`src/rtl/amp_fault_irq_params.svh`:
```
// Register offsets, field positions and reset values of the amplifier fault interrupt block.
`ifndef AMP_FAULT_IRQ_PARAMS_SVH
`define AMP_FAULT_IRQ_PARAMS_SVH

// Register addresses on the device control port.
`define AFI_ADDR_INT_ENABLE_MASK  8'h05
`define AFI_ADDR_INT_STATUS_CLEAR 8'h06
`define AFI_ADDR_PIN_IO_CONFIG    8'h0A

// Reset values of the writable registers.
`define AFI_RST_INT_ENABLE_MASK   16'h0000
`define AFI_RST_PIN_IO_CONFIG     16'h0000

// Field positions inside the enable and mask register.
`define AFI_MASK_LSB              0
`define AFI_DISABLE_LSB           8

// Field positions inside the pin configuration register.
`define AFI_IO_OUT_ENABLE_BIT     11
`define AFI_IO_ACTIVE_HIGH_BIT    15

// Status bit positions of the two conditions.
`define AFI_COND_POWER            0
`define AFI_COND_BOOST_OV         1
`define AFI_NUM_COND              2

`endif

```
`src/rtl/amp_fault_irq_pkg.sv`:
```
// Types shared by the amplifier fault interrupt block.
`default_nettype none
package amp_fault_irq_pkg;

   typedef logic [15:0] reg_word_t;

   // Which register an access on the control port addresses.
   typedef enum logic [1:0] {
      SEL_NONE,
      SEL_ENABLE_MASK,
      SEL_STATUS_CLEAR,
      SEL_IO_CONFIG
   } reg_sel_t;

endpackage : amp_fault_irq_pkg
`default_nettype wire

```
`src/rtl/cond_sync_edge.sv`:
```
// Two-stage synchroniser with edge detection for asynchronous condition pins.
`timescale 1ns/1ns
`default_nettype none

module cond_sync_edge #(
   parameter int WIDTH = 3
) (
   input  wire logic             clk,
   input  wire logic             sys_rst,
   input  wire logic [WIDTH-1:0] asyncIn,
   output logic      [WIDTH-1:0] syncLevel,
   output logic      [WIDTH-1:0] syncRise,
   output logic      [WIDTH-1:0] syncFall
);

   if (WIDTH < 1) begin : g_bad_width
      $error("cond_sync_edge needs WIDTH of at least one.");
   end

   // Per bit: the first flop feeds only the second, the third flop remembers the last level.
   for (genvar i = 0; i < WIDTH; i++) begin : g_bit
      logic meta_r;
      logic meta_nxt;
      logic level_r;
      logic level_nxt;
      logic prev_r;
      logic prev_nxt;

      // Next values of the three stages.
      always_comb begin
         meta_nxt  = asyncIn[i];
         level_nxt = meta_r;
         prev_nxt  = level_r;
      end

      // Registers clear on reset so no edge is seen right after release.
      always_ff @(posedge clk) begin
         if (sys_rst) begin
            meta_r  <= 1'h0;
            level_r <= 1'h0;
            prev_r  <= 1'h0;
         end else begin
            meta_r  <= meta_nxt;
            level_r <= level_nxt;
            prev_r  <= prev_nxt;
         end
      end

      // Edges compare the stable stage with its delayed copy only.
      assign syncLevel[i] = level_r;
      assign syncRise[i]  = level_r & ~prev_r;
      assign syncFall[i]  = ~level_r & prev_r;
   end

endmodule : cond_sync_edge
`default_nettype wire

```
`src/rtl/amp_fault_irq_controller.sv`:
```
// Interrupt request logic of the amplifier: status latching, disable and mask, IRQ pin drive.
`timescale 1ns/1ns
`default_nettype none
`include "amp_fault_irq_params.svh"

// Functional notes
// - The IRQ pin goes active whenever an enabled and unmasked status bit is set.
// - The pin configuration field holds output enable and polarity, bit 15 choosing active high.
// - Writing one to a status bit clears it and writing zero leaves it alone.
// - A set disable bit keeps its condition out of both the status register and the pin.
// - A set mask bit lets its condition reach the status register but not the pin.
// - The pin stays active while any triggering status bit is set and drops only once all are clear.
// - Status bit 0 is set by supply arrival, an enable control write or a power-up enable change.
// - Status bit 1 is set when the boost over-voltage detector reports its threshold reached.
// - After one bit is cleared the pin stays active if another bit is or becomes set.
// - Power-up enable drops when audio input stops and rises with a new power event when it returns.
// - An over-voltage event raised by enabling the output stays latched until the host clears it.
module amp_fault_irq_controller (
   input  wire logic        clk,
   input  wire logic        sys_rst,
   input  wire logic        supplyGood,
   input  wire logic        boostOverVoltage,
   input  wire logic        audioDataPresent,
   input  wire logic        enableControlWrite,
   input  wire logic        regWrEn,
   input  wire logic        regRdEn,
   input  wire logic [7:0]  regAddr,
   input  wire logic [15:0] regWrData,
   output logic      [15:0] regRdData,
   output logic             regRdValid,
   output logic             irqPin,
   output logic             irqPinOe,
   output logic             powerUpEnable
);

   localparam int NC = `AFI_NUM_COND;

   amp_fault_irq_pkg::reg_word_t ctrl_r;
   amp_fault_irq_pkg::reg_word_t ctrl_nxt;
   amp_fault_irq_pkg::reg_word_t ioCfg_r;
   amp_fault_irq_pkg::reg_word_t ioCfg_nxt;
   amp_fault_irq_pkg::reg_word_t rdData_r;
   amp_fault_irq_pkg::reg_word_t rdData_nxt;
   amp_fault_irq_pkg::reg_sel_t  sel;
   logic [NC-1:0] status_r;
   logic [NC-1:0] status_nxt;
   logic [NC-1:0] condEvent;
   logic [NC-1:0] clrBits;
   logic [NC-1:0] disableBits;
   logic [NC-1:0] maskBits;
   logic          rdValid_r;
   logic          rdValid_nxt;
   logic          irqPin_r;
   logic          irqPin_nxt;
   logic          irqOe_r;
   logic          irqOe_nxt;
   logic          pue_r;
   logic          pue_nxt;
   logic          pending;
   logic [2:0]    syncLevel;
   logic [2:0]    syncRise;
   logic [2:0]    syncFall;

   // Pins from the supply monitor, boost detector and clock detector are asynchronous.
   cond_sync_edge #(
      .WIDTH (3)
   ) u_sync (
      .clk       (clk),
      .sys_rst   (sys_rst),
      .asyncIn   ({audioDataPresent, boostOverVoltage, supplyGood}),
      .syncLevel (syncLevel),
      .syncRise  (syncRise),
      .syncFall  (syncFall)
   );

   // Address decode; unmapped addresses select nothing and read as zero.
   always_comb begin
      unique case (regAddr)
         `AFI_ADDR_INT_ENABLE_MASK:  sel = amp_fault_irq_pkg::SEL_ENABLE_MASK;
         `AFI_ADDR_INT_STATUS_CLEAR: sel = amp_fault_irq_pkg::SEL_STATUS_CLEAR;
         `AFI_ADDR_PIN_IO_CONFIG:    sel = amp_fault_irq_pkg::SEL_IO_CONFIG;
         default:                    sel = amp_fault_irq_pkg::SEL_NONE;
      endcase
   end

   assign disableBits = ctrl_r[`AFI_DISABLE_LSB +: NC];
   assign maskBits    = ctrl_r[`AFI_MASK_LSB +: NC];

   // Power-up enable simply follows the synchronised audio presence.
   assign pue_nxt = syncLevel[2];

   // Condition events: any power-up enable edge counts, so a returning input re-arms bit 0.
   always_comb begin
      condEvent                     = '0;
      condEvent[`AFI_COND_POWER]    = syncRise[0] | enableControlWrite
                                      | syncRise[2] | syncFall[2];
      condEvent[`AFI_COND_BOOST_OV] = syncRise[1];
   end

   // Status update: disabled conditions never latch, and a new event beats a same-cycle clear.
   always_comb begin
      clrBits = '0;
      if (regWrEn && sel == amp_fault_irq_pkg::SEL_STATUS_CLEAR) begin
         clrBits = regWrData[NC-1:0];
      end
      status_nxt = (status_r & ~clrBits) | (condEvent & ~disableBits);
   end

   // Control register writes.
   always_comb begin
      ctrl_nxt  = ctrl_r;
      ioCfg_nxt = ioCfg_r;
      if (regWrEn && sel == amp_fault_irq_pkg::SEL_ENABLE_MASK) begin
         ctrl_nxt = regWrData;
      end
      if (regWrEn && sel == amp_fault_irq_pkg::SEL_IO_CONFIG) begin
         ioCfg_nxt = regWrData;
      end
   end

   // Pin is computed from next values so it moves in the same edge as the status bits.
   always_comb begin
      pending    = |(status_nxt & ~ctrl_nxt[`AFI_MASK_LSB +: NC]);
      irqPin_nxt = ioCfg_nxt[`AFI_IO_ACTIVE_HIGH_BIT] ? pending : ~pending;
      irqOe_nxt  = ioCfg_nxt[`AFI_IO_OUT_ENABLE_BIT];
   end

   // Read path answers one cycle after the strobe; reads have no side effects.
   always_comb begin
      rdValid_nxt = regRdEn;
      rdData_nxt  = 16'h0000;
      if (regRdEn) begin
         unique case (sel)
            amp_fault_irq_pkg::SEL_ENABLE_MASK:  rdData_nxt = ctrl_r;
            amp_fault_irq_pkg::SEL_STATUS_CLEAR: rdData_nxt = {{(16-NC){1'b0}}, status_r};
            amp_fault_irq_pkg::SEL_IO_CONFIG:    rdData_nxt = ioCfg_r;
            amp_fault_irq_pkg::SEL_NONE:         rdData_nxt = 16'h0000;
         endcase
      end
   end

   // All state registers; reset leaves the pin undriven at its inactive-high level.
   always_ff @(posedge clk) begin
      if (sys_rst) begin
         ctrl_r    <= `AFI_RST_INT_ENABLE_MASK;
         ioCfg_r   <= `AFI_RST_PIN_IO_CONFIG;
         status_r  <= '0;
         rdData_r  <= 16'h0000;
         rdValid_r <= 1'h0;
         irqPin_r  <= 1'h1;
         irqOe_r   <= 1'h0;
         pue_r     <= 1'h0;
      end else begin
         ctrl_r    <= ctrl_nxt;
         ioCfg_r   <= ioCfg_nxt;
         status_r  <= status_nxt;
         rdData_r  <= rdData_nxt;
         rdValid_r <= rdValid_nxt;
         irqPin_r  <= irqPin_nxt;
         irqOe_r   <= irqOe_nxt;
         pue_r     <= pue_nxt;
      end
   end

   assign regRdData     = rdData_r;
   assign regRdValid    = rdValid_r;
   assign irqPin        = irqPin_r;
   assign irqPinOe      = irqOe_r;
   assign powerUpEnable = pue_r;

   logic irqActive;
   assign irqActive = irqPin_r == ioCfg_r[`AFI_IO_ACTIVE_HIGH_BIT];
endmodule : amp_fault_irq_controller
`default_nettype wire

```
`config.mk`:
```
export PLATFORM = sky130hd
export DESIGN_NAME = amp_fault_irq_controller
export DESIGN_NICKNAME = d
export VERILOG_FILES = /design/src/rtl/amp_fault_irq_pkg.sv /design/src/rtl/cond_sync_edge.sv /design/src/rtl/amp_fault_irq_controller.sv
export VERILOG_INCLUDE_DIRS = /design/src /design/src/rtl
export SDC_FILE = /design/constraint.sdc
export NUM_CORES = 1
export LEC_CHECK = 0
export ABC_AREA = 1
export BUFFER_PORTS_ARGS = -buffer_cell sky130_fd_sc_hd__buf_2
export CORE_ASPECT_RATIO = 0.7
export CORE_UTILIZATION = 56
export DETAILED_ROUTE_END_ITERATION = 10
export PLACE_DENSITY_LB_ADDON = 0.05
export SETUP_SLACK_MARGIN = 0.2
export SLEW_MARGIN = 20
export SYNTH_ARGS = -nofsm -noshare
export SYNTH_HDL_FRONTEND = slang
export SYNTH_SLANG_ARGS = --single-unit
```
`constraint.sdc`:
```
create_clock -name clk -period 2.5 [get_ports clk]
set_clock_uncertainty 0.1 [all_clocks]
set_input_delay 0.25 -clock clk [delete_from_list [all_inputs] [get_ports clk]]
set_output_delay 0.25 -clock clk [all_outputs]
set_load 0.005 [all_outputs]
```
==> metrics.cfg <==
[sta]
whs_ps = 21.30
post-route-period-util_pct = 55.30
setup_violations = 0
fmax_mhz = 723.3
min_period_ps = 1382
tightest_slew_ps = 625.3
relSlewSlack_pct = 58.21
final.setup.tns_ps = 0
slew_violations = 0
rsz0062_at_grt = false
hold_violations = 0

[cts]
clkTransAtPathRegs_ps = 60
h-tree-depth = 3
cts_resized = 0
cts_root_buf = clkbuf_8
cts.sinks = 61
cts_setup_buffers = 0
cts_tree = yes
clk_path_buf_depth = 2
cts_made_buffers = 9
ctsHoldBuffers = 0
worst_skew_pair.late_latency_ps = 330

[placed_design]
hpwlAfterDp_um = 3027
port_buffers = 51
globalplace.congestion = 0.7397

[synthesis]
syn_nets = 326
synth_cell_types = 20
synth.avg_cell_area_um2 = 7.746
synth_seq_cells = 61
synth_cells = 294
syn-cell-area_mm2 = 0.002277
ys_seq_area_share_pct = 53.63
yosysWarnings = 0

[global_routing]
grt_start_max_net_pins = 41
antenna_found_initial = 0
grt_pass1_vias = 1753
grt_overflow = 0
gr-usage-all-layers_pct = 23.44
grt_pass1_wl_um = 7790

[setup_path]
crit_fanout = 17
ff2ff_setup_slack_ps = 1220
startpoint_type = input port
slowest_delay_ps = 300
end_kind = register
timing.rr.start = u_sync.g_bit[2].level_r$_SDFF_PP0_
ff2ff_path_depth = 7
worst-path-buf-inv = 2
critical-path-top-delay-family = simple AND/OR/NAND/NOR gates
worstSetupPathType = in2reg
worstPathRequired_ps = 2660
reg2reg_to = irqPin$_SDFF_PP1_
critPathArrivalTime_ps = 1540
worstPathCellList = buf_2 -> nor2_2 -> nand3_2 -> nor2_4 -> nand2_4 -> clkinv_2 -> nand2_1 -> a21oi_1
crit_slowest_cell = nor2_4

[min_path]
min_path_type = in2reg
hp-start = boostOverVoltage
min_path_cells = 3
hold_end = u_sync.g_bit[1].level_nxt$_SDFF_PP0_

[final_layout]
multi_input_area_um2 = 878.3
area_growth_pct = 17.97
seq_area_mm2 = 0.001221
drive_gt1_share_pct = 22.13
nNetsFinal = 376
antennaDiodeCount = 0
fillers = 333

[floorplan]
die_y_um = 55.35
core_mm2 = 0.003694
rows = 18
io_pins = 52
die_x_um = 78.22
start_util_pct = 61.65
dieArea_mm2 = 0.004329

[power]
p_leak_nw = 1.160
power_density_mw_per_mm2 = 669.1
ir_worst_vdd_mv = 0.5262

[route]
first_pass_iters = 4
avgViaCountPerCell = 4.957
drtIter0Drc = 127
num_vias = 1973
drc = 0
post_drt_wl_per_cell_um = 11.60
ant_nets = 0
wirelength_um = 4618

[run_status]
status = finished clean

[flow_run]
maxCapViolCount = 0

area by class of cell:
type	instances	area share [%]
flip-flops and latches	61	45.46
multi-input cells	195	32.70
repair buffers	54	10.34
clock buffers	13	5.543
inverters	23	3.260
well taps	50	2.329
clock inverters	2	0.3726
flip-flops by register name, summed over array words and instances (netlist names):
signal and count:
ioCfg_r 16, u_sync.g_bit.prev_r 3, u_sync.g_bit.level_r 3, regRdData 16, ctrl_r 16, status_r 2
u_sync.g_bit.level_nxt 3, regRdValid 1, irqPin 1
cell usage after synthesis:
cell type / number / area, um^2
a21oi_1: 45 / 225.2
buf_2: 3 / 15.01
buf_6: 4 / 45.04
clkbuf_1: 8 / 30.03
clkinv_2: 1 / 5.000
dfxtp_1: 61 / 1221
inv_1: 21 / 78.83
inv_2: 1 / 3.750
nand2_1: 99 / 371.6
nand2_2: 2 / 12.51
nand2_4: 1 / 11.26
nand3_1: 20 / 100.1
nand3_2: 2 / 20.02
nand3b_1: 2 / 15.01
nor2_1: 15 / 56.30
nor2_2: 2 / 12.51
nor2_4: 2 / 22.52
o21ai_0: 3 / 15.01
o21bai_1: 1 / 7.510
xor2_1: 1 / 8.760
cells in the final DEF (no fill, tap or decap):
cell type,n
a21oi_1,45
buf_2,51
buf_4,3
clkbuf_1,3
clkbuf_8,10
clkinv_2,3
dfxtp_1,61
inv_1,21
inv_2,1
nand2_1,99
nand2_2,2
nand2_4,1
nand3_1,20
nand3_2,2
nand3b_1,2
nor2_1,15
nor2_2,2
nor2_4,2
o21ai_0,3
o21bai_1,1
xor2_1,1
metal layers:
layer | routed length, um | track usage (%) | share of wire (%) | vias to the layer above
met3 | 247 | 7.107 | 5.3 | 7
met5 | 0 | 0 | 0 | -
met4 | 62 | 9.524 | 1.3 | 0
met1 | 2219 | 30.63 | 48 | 888
li1 | - | - | - | 1027
met2 | 2089 | 36.09 | 45 | 51
per-stage QoR:
step / cells / total power, mW / setup WS (ps) / area, um^2 / util [%]
after floorplan: 294 / 1.053 / 1225 / 2277 / -
after global placement: 383 / 1.094 / 851.1 / 2527 / 68.43
after detailed placement: 383 / 1.095 / 777.0 / 2527 / 68.43
after CTS: 398 / 1.805 / 1122 / 2686 / 72.73
after global routing: 398 / 1.867 / 967.2 / 2686 / 72.73
final: 398 / 1.798 / 1118 / 2686 / 72.73
worst max path at each step:
| stage | startpoint | end | slack, ps | cells after the start |
|---|---|---|---|---|
| finish | regAddr[0] | ioCfg_r[11]$_SDFFE_PP0N_ | 1120 | 8 |
| global route | regAddr[7] | ioCfg_r[3]$_SDFFE_PP0N_ | 970 | 8 |
| CTS | regAddr[0] | ioCfg_r[11]$_SDFFE_PP0N_ | 1120 | 8 |
| detailed placement | regAddr[0] | ioCfg_r[11]$_SDFFE_PP0N_ | 780 | 8 |
| global placement | regAddr[3] | irqPin$_SDFF_PP1_ | 850 | 10 |
| floorplan | regAddr[7] | irqPin$_SDFF_PP1_ | 1220 | 10 |
power breakdown:
part	leakage, nW	internal [mW]	switching [mW]
Clock	0.0833	0.379	0.345
Combinational	0.583	0.0332	0.0533
Sequential	0.494	0.984	0.00350
cell families after synthesis:
group,synth area share (%)
AND/OR/NAND/NOR,27.31
flip-flops,53.63
AO/OA/AOI/OAI,10.88
buffers and inverters,7.802
XOR/XNOR,0.3847
worst min-delay path, cell delays in order:
cell and delay (ps):
buf_2 70, inv_1 30, nor2_1 60
Power figures use the tool's default switching activity.
